--- src/hdl/dac_ctrl_pkg.sv ---
// Package: register map, reset values and field positions of the dual converter control
package dac_ctrl_pkg;
  // Register byte addresses (printed offsets are not all multiples of four: index times four)
  localparam logic [7:0] IDX_STANDBY_CTRL = 8'hDD;
  localparam logic [7:0] IDX_CODE_CH0 = 8'hDE;
  localparam logic [7:0] IDX_CODE_CH1 = 8'hDF;
  localparam logic [7:0] IDX_PORT_READ = 8'hE0;
  localparam logic [9:0] ADDR_STANDBY_CTRL = {IDX_STANDBY_CTRL, 2'b00};
  localparam logic [9:0] ADDR_CODE_CH0 = {IDX_CODE_CH0, 2'b00};
  localparam logic [9:0] ADDR_CODE_CH1 = {IDX_CODE_CH1, 2'b00};
  localparam logic [9:0] ADDR_PORT_READ = {IDX_PORT_READ, 2'b00};
  localparam int ADDR_W = 10;
  // Reset values
  localparam logic [7:0] RST_STANDBY_CTRL = 8'hFE;
  localparam logic [7:0] RST_CODE = 8'h00;
  // Field positions
  localparam int KEEP_ON_BIT = 0;
  localparam logic [6:0] STANDBY_UPPER_ONES = 7'h7F;
  localparam int CODE_W = 8;
  localparam int NUM_CH = 2;
  // AXI responses
  localparam logic [1:0] RESP_OKAY = 2'h0;
  localparam logic [1:0] RESP_SLVERR = 2'h2;
endpackage : dac_ctrl_pkg

--- src/hdl/dac_ctrl.sv ---
// Dual 8-bit ladder converter code and standby control with an AXI4-Lite register slave
`timescale 1ns/1ps
module dac_ctrl
(
  input wire logic aclk,
  input wire logic aresetn,
  input wire logic [9:0] s_axi_awaddr,
  input wire logic [2:0] s_axi_awprot,
  input wire logic s_axi_awvalid,
  output logic s_axi_awready,
  input wire logic [31:0] s_axi_wdata,
  input wire logic [3:0] s_axi_wstrb,
  input wire logic s_axi_wvalid,
  output logic s_axi_wready,
  output logic [1:0] s_axi_bresp,
  output logic s_axi_bvalid,
  input wire logic s_axi_bready,
  input wire logic [9:0] s_axi_araddr,
  input wire logic [2:0] s_axi_arprot,
  input wire logic s_axi_arvalid,
  output logic s_axi_arready,
  output logic [31:0] s_axi_rdata,
  output logic [1:0] s_axi_rresp,
  output logic s_axi_rvalid,
  input wire logic s_axi_rready,
  input wire logic stop_mode,
  input wire logic stop_float_enable,
  input wire logic [1:0] port14_direction_reg,
  input wire logic [1:0] port14_altfunc_reg,
  output logic [7:0] analog_out_ch0,
  output logic [7:0] analog_out_ch1,
  output logic [1:0] analog_enable,
  output logic [1:0] ladder_power,
  output logic [1:0] pin_drive_ground,
  output logic [1:0] pin_float
);

  // ----------------------------------------
  // State
  // ----------------------------------------
  typedef struct packed
  {
    logic aw_held;
    logic [9:0] aw_addr;
    logic w_held;
    logic [31:0] w_data;
    logic [3:0] w_strb;
    logic bvalid;
    logic [1:0] bresp;
    logic rvalid;
    logic [1:0] rresp;
    logic [31:0] rdata;
    logic keep_on;
    logic [7:0] code0;
    logic [7:0] code1;
    logic [1:0] stop_sync;
    logic [1:0] float_sync;
    logic [1:0] halted;
    logic [1:0] floating;
    // Set through the whole STOP stay so keep-on and float are only looked at on entry
    logic stop_seen;
  } state_t;

  state_t s_q;
  state_t s_d;
  logic do_write;
  logic [7:0] wbyte;
  logic stop_now;
  logic stop_entry;
  logic [1:0] code_nz;
  logic [1:0] alt_sel;

  always_comb
  begin
    code_nz = {s_q.code1 != 8'h00, s_q.code0 != 8'h00};
    alt_sel = port14_direction_reg & port14_altfunc_reg;
  end

  // ----------------------------------------
  // Bus slave and registers
  // ----------------------------------------
  always_comb
  begin
    s_d = s_q;
    s_axi_awready = !s_q.aw_held && !s_q.bvalid;
    s_axi_wready = !s_q.w_held && !s_q.bvalid;
    s_axi_arready = !s_q.rvalid;
    if (s_axi_awvalid && s_axi_awready)
    begin
      s_d.aw_held = 1'b1;
      s_d.aw_addr = s_axi_awaddr;
    end
    if (s_axi_wvalid && s_axi_wready)
    begin
      s_d.w_held = 1'b1;
      s_d.w_data = s_axi_wdata;
      s_d.w_strb = s_axi_wstrb;
    end
    do_write = s_q.aw_held && s_q.w_held;
    wbyte = s_q.w_data[7:0];
    if (do_write)
    begin
      s_d.aw_held = 1'b0;
      s_d.w_held = 1'b0;
      s_d.bvalid = 1'b1;
      s_d.bresp = dac_ctrl_pkg::RESP_OKAY;
      unique case ({s_q.aw_addr[9:2], 2'b00})
        dac_ctrl_pkg::ADDR_STANDBY_CTRL:
        begin
          if (s_q.w_strb[0])
            s_d.keep_on = wbyte[dac_ctrl_pkg::KEEP_ON_BIT];
        end
        dac_ctrl_pkg::ADDR_CODE_CH0:
        begin
          if (s_q.w_strb[0])
            s_d.code0 = wbyte;
        end
        dac_ctrl_pkg::ADDR_CODE_CH1:
        begin
          if (s_q.w_strb[0])
            s_d.code1 = wbyte;
        end
        dac_ctrl_pkg::ADDR_PORT_READ: ;
        default: s_d.bresp = dac_ctrl_pkg::RESP_SLVERR;
      endcase
    end
    if (s_q.bvalid && s_axi_bready)
      s_d.bvalid = 1'b0;
    if (s_q.rvalid && s_axi_rready)
      s_d.rvalid = 1'b0;
    if (s_axi_arvalid && s_axi_arready)
    begin
      s_d.rvalid = 1'b1;
      s_d.rresp = dac_ctrl_pkg::RESP_OKAY;
      s_d.rdata = 32'h0000_0000;
      unique case ({s_axi_araddr[9:2], 2'b00})
        dac_ctrl_pkg::ADDR_STANDBY_CTRL:
          s_d.rdata[7:0] = {dac_ctrl_pkg::STANDBY_UPPER_ONES, s_q.keep_on};
        dac_ctrl_pkg::ADDR_CODE_CH0: s_d.rdata[7:0] = s_q.code0;
        dac_ctrl_pkg::ADDR_CODE_CH1: s_d.rdata[7:0] = s_q.code1;
        // Port data bits for the two analog pins: one whenever routed to the converter
        dac_ctrl_pkg::ADDR_PORT_READ: s_d.rdata[1:0] = alt_sel;
        default: s_d.rresp = dac_ctrl_pkg::RESP_SLVERR;
      endcase
    end

    // ----------------------------------------
    // Standby handling
    // ----------------------------------------
    s_d.stop_sync = {s_q.stop_sync[0], stop_mode};
    s_d.float_sync = {s_q.float_sync[0], stop_float_enable};
    stop_now = s_q.stop_sync[1];
    stop_entry = stop_now && !s_q.stop_seen;
    s_d.stop_seen = stop_now;
    if (!stop_now)
    begin
      s_d.halted = 2'b00;
      s_d.floating = 2'b00;
    end
    else if (stop_entry && !s_q.keep_on)
    begin
      s_d.halted = 2'b11;
      s_d.floating = s_q.float_sync[1] ? 2'b11 : 2'b00;
    end
    if (!aresetn)
    begin
      s_d = '0;
      s_d.keep_on = dac_ctrl_pkg::RST_STANDBY_CTRL[dac_ctrl_pkg::KEEP_ON_BIT];
      s_d.code0 = dac_ctrl_pkg::RST_CODE;
      s_d.code1 = dac_ctrl_pkg::RST_CODE;
    end
  end

  always_ff @(posedge aclk)
  begin
    s_q <= s_d;
  end

  // ----------------------------------------
  // Analog side
  // ----------------------------------------
  // Level on each pin is supply times code over 256, so code FF stays one step short
  assign analog_out_ch0 = s_q.code0;
  assign analog_out_ch1 = s_q.code1;

  genvar ch;
  generate
    for (ch = 0; ch < dac_ctrl_pkg::NUM_CH; ch++)
    begin : g_ch
      // Halted or unpowered ladder carries no current; keep-on one never halts
      assign ladder_power[ch] = code_nz[ch] && !s_q.halted[ch];
      assign analog_enable[ch] = alt_sel[ch] && !s_q.halted[ch];
      assign pin_drive_ground[ch] = alt_sel[ch] && !s_q.halted[ch] && !code_nz[ch];
      assign pin_float[ch] = s_q.floating[ch];
    end
  endgenerate

  assign s_axi_bvalid = s_q.bvalid;
  assign s_axi_bresp = s_q.bresp;
  assign s_axi_rvalid = s_q.rvalid;
  assign s_axi_rresp = s_q.rresp;
  assign s_axi_rdata = s_q.rdata;

endmodule : dac_ctrl

--- config.mk ---
export PLATFORM = sky130hd
export DESIGN_NAME = dac_ctrl
export DESIGN_NICKNAME = d
export VERILOG_FILES = /design/src/hdl/dac_ctrl_pkg.sv /design/src/hdl/dac_ctrl.sv
export SDC_FILE = /design/constraint.sdc
export NUM_CORES = 1
export LEC_CHECK = 0
export BUFFER_PORTS_ARGS = -buffer_cell sky130_fd_sc_hd__buf_4
export CORE_UTILIZATION = 45
export CTS_CLUSTER_SIZE = 25
export DETAILED_ROUTE_END_ITERATION = 8
export PLACE_DENSITY = 0.79
export SETUP_SLACK_MARGIN = 0.4
export SLEW_MARGIN = 20
export SYNTH_ARGS = -nofsm -noshare
export SYNTH_HDL_FRONTEND = slang
export SYNTH_SLANG_ARGS = --single-unit
--- constraint.sdc ---
create_clock -name aclk -period 1.93 [get_ports aclk]
set_clock_uncertainty 0.15 [all_clocks]
set_input_delay 0.193 -clock aclk [delete_from_list [all_inputs] [get_ports aclk]]
set_output_delay 0.193 -clock aclk [all_outputs]
set_load 0.03 [all_outputs]
==> impl_metrics.json <==
{
  "status": "complete, no violations",
  "rrSetupSlack_ns": 0.27,
  "grt_pass1_vias": 2149,
  "synthToLayoutAreaGrowth_pct": 30.79,
  "grt_overflow": 0,
  "routed_via_density": 4.987,
  "total_power_mw": 2.301,
  "yosys.area.top_type": "dfxtp_1",
  "yosys_register_bits": 55,
  "r2r_start": "s_q[104]",
  "port_buffers": 76,
  "antenna_found_initial": 0,
  "pre_cts_slack_ns": 0.1442,
  "drive_above_1_share_pct": 33.25,
  "path_clk_slew_ns": 0.10,
  "synth_cell_type_count": 39,
  "dr.pass1.iters": 4,
  "finalNetCount": 462,
  "place_congestion": 0.7675,
  "grt_pass1_wl_um": 9998,
  "numCtsBuffers": 5,
  "fmax_mhz": 584.6,
  "netlist.area_leader.share_pct": 39.78,
  "clockBufferDepth": 2,
  "grt_max_degree": 55,
  "relSlewSlack_pct": 60.97,
  "timing.setup.tns_ns": 0,
  "synth-main-ff-cell": "dfxtp_1",
  "switching_share_pct": 27.73,
  "cp.arrival_ns": 1.37,
  "power_frac_clock_pct": 30.7,
  "period_minus_slack_ns": 1.711,
  "power_switching_mw": 0.6381,
  "ys_top_cells_by_area": "dfxtp_1, buf_4, nand2_1",
  "wl_um": 6600,
  "leakage_nw": 1.637,
  "timing.hold.ws_ns": 0.03960,
  "cts_tree": "built",
  "hold_viol": 0,
  "die_x_um": 80.43,
  "yosys_warnings": 0,
  "drt_iter0_drc": 132,
  "row_count": 28,
  "endpoint": "pin_drive_ground[0]",
  "fp.dieH_um": 80.43,
  "sequentialPowerShare_pct": 52.4,
  "wire_per_inst_um": 14.25,
  "path_max_fanout": 2,
  "power_density_mw_per_mm2": 635.8,
  "route.vias.total": 2309,
  "cp-startpoint": "analog_out_ch0[5]",
  "diodes": 0,
  "fillers": 512,
  "finalInstanceArea_mm2": 0.003620,
  "place_area_mm2": 0.003097,
  "globalRouteTotalUtil_pct": 20.17,
  "vdd_drop_max_mv": 0.5021,
  "p_int_mw": 1.663,
  "slew_viol_final": 0,
  "period_share_pct": 88.64,
  "syn_area_per_cell_um2": 8.842,
  "comb_power_share_pct": 16.9,
  "cts_sinks": 55,
  "hold_path.class": "primary input to flip-flop",
  "yosysSeqAreaShare_pct": 39.78,
  "synth-async-reset-ratio_pct": 0,
  "criticalPathCategory": "flip-flop to primary output",
  "synth_area_mm2": 0.002768,
  "drv_cap": 0,
  "finalSetupViolations": 0,
  "dp_hpwl_um": 4245,
  "crit_path_start_kind": "flip-flop",
  "drc": 0,
  "worstPathRequired_ns": 1.59,
  "ios": 140,
  "finalWorstSetupSlack_ns": 0.2193,
  "core-area_mm2": 0.005921,
  "syn_inst": 313,
  "layout_commonest_cell": "buf_4",
  "ant_nets": 0,
  "htree_num_levels": 2,
  "cp-end-kind": "primary output",
  "start_util_pct": 46.75,
  "worstMarginPinSlew_ns": 0.5833,
  "root_buffer": "clkbuf_8",
  "grt_setup_unrepaired": "true",
  "clock_latency_ns": 0.31,
  "synth_edf_count": 0,
  "rr_endpoint": "analog_out_ch1[0]",
  "mostFrequentLayoutCells": "buf_4, nand2_1, dfxtp_1",
  "die_area_mm2": 0.006468,
  "reg2regPathDepth": 5
}
==> registers in the layout (all words and copies together) (netlist names) <==
name	flops
pin_float	1
s_axi_rvalid	1
s_q	26
analog_out_ch1	8
s_axi_bresp	1
s_axi_bvalid	1
analog_out_ch0	8
s_axi_rresp	1
s_axi_rdata	8
==> synth_stat cells, types with 2 or more instances <==
library cell	n
dfxtp_1	55
buf_4	54
nand2_1	54
a21boi_0	20
nor2b_1	19
mux2i_1	18
clkbuf_1	11
nor2_1	10
and2_1	9
a21o_1	6
nand2b_1	6
o2111ai_1	6
a21boi_1	5
nor4_1	5
a21oi_1	3
o21ai_0	3
a22o_1	2
a32oi_1	2
and3_1	2
inv_1	2
nand3_1	2
o21ai_1	2
==> power groups by stage <==
stage	Sequential [mW]	Combinational [mW]	Clock (mW)
after detailed placement	1.24	0.329	0
after global placement	1.23	0.322	0
after floorplan	1.23	0.264	0
after global routing	1.21	0.425	0.765
after CTS	1.20	0.377	0.718
final	1.21	0.389	0.707
==> metrics by stage <==
stage / instances / util, %
after detailed placement: 424 / 52.30
after global placement: 424 / 52.30
final: 463 / 61.14
after global routing: 463 / 61.14
after CTS: 460 / 60.23
after floorplan: 338 / -
==> worst max-delay path, stage by stage (launching register included) <==
cell and delay (ns):
dfxtp_4 0.37, nor4_4 0.33, and3_1 0.22, buf_6 0.13
==> logic make-up after synthesis <==
family | share of synthesized area (%)
simple gates | 22.20
buf+inv | 16.73
flops | 39.78
compound gates | 14.24
mux | 6.917
other cells | 0.1355
==> cell type report <==
| cell class | count | area, um2 | area share, % |
|---|---|---|---|
| tap | 75 | 93.84 | 2.592 |
| multi-input combinational | 214 | 1386 | 38.30 |
| inverter | 2 | 7.507 | 0.2074 |
| timing repair buffer | 109 | 893.4 | 24.68 |
| sequential | 55 | 1135 | 31.35 |
| clock buffer | 7 | 96.34 | 2.662 |
| clock inverter | 1 | 7.507 | 0.2074 |
==> worst min path at each step <==
stage                                     start             end  slack, ns  depth (start not counted)
after floorplan               stop_float_enable          s_q[5]       0.17                          1
after global placement        stop_float_enable          s_q[5]       0.25                          2
after detailed placement      stop_float_enable          s_q[5]       0.25                          2
after CTS                          s_axi_bready    s_axi_bvalid       0.04                          3
after global routing      port14_altfunc_reg[0]  s_axi_rdata[0]       0.06                          3
final                              s_axi_bready    s_axi_bvalid       0.04                          3
==> what timing repair did <==
item / in CTS / in global routing
pin swaps: 9 / 7
setup endpoints to repair: 20 / 31
setup buffers: 7 / 3
resized for setup: 27 / 10
hold endpoints to repair: 20 / 0
hold buffers: 21 / 0
==> per-layer routing <==
layer  GRT usage (%)  routed length (um)
met4           6.071                 134
met3           5.114                 471
met1           24.24                2781
met5               0                   0
met2           35.00                3212
Note: power is estimated with default switching activity, not from simulation.
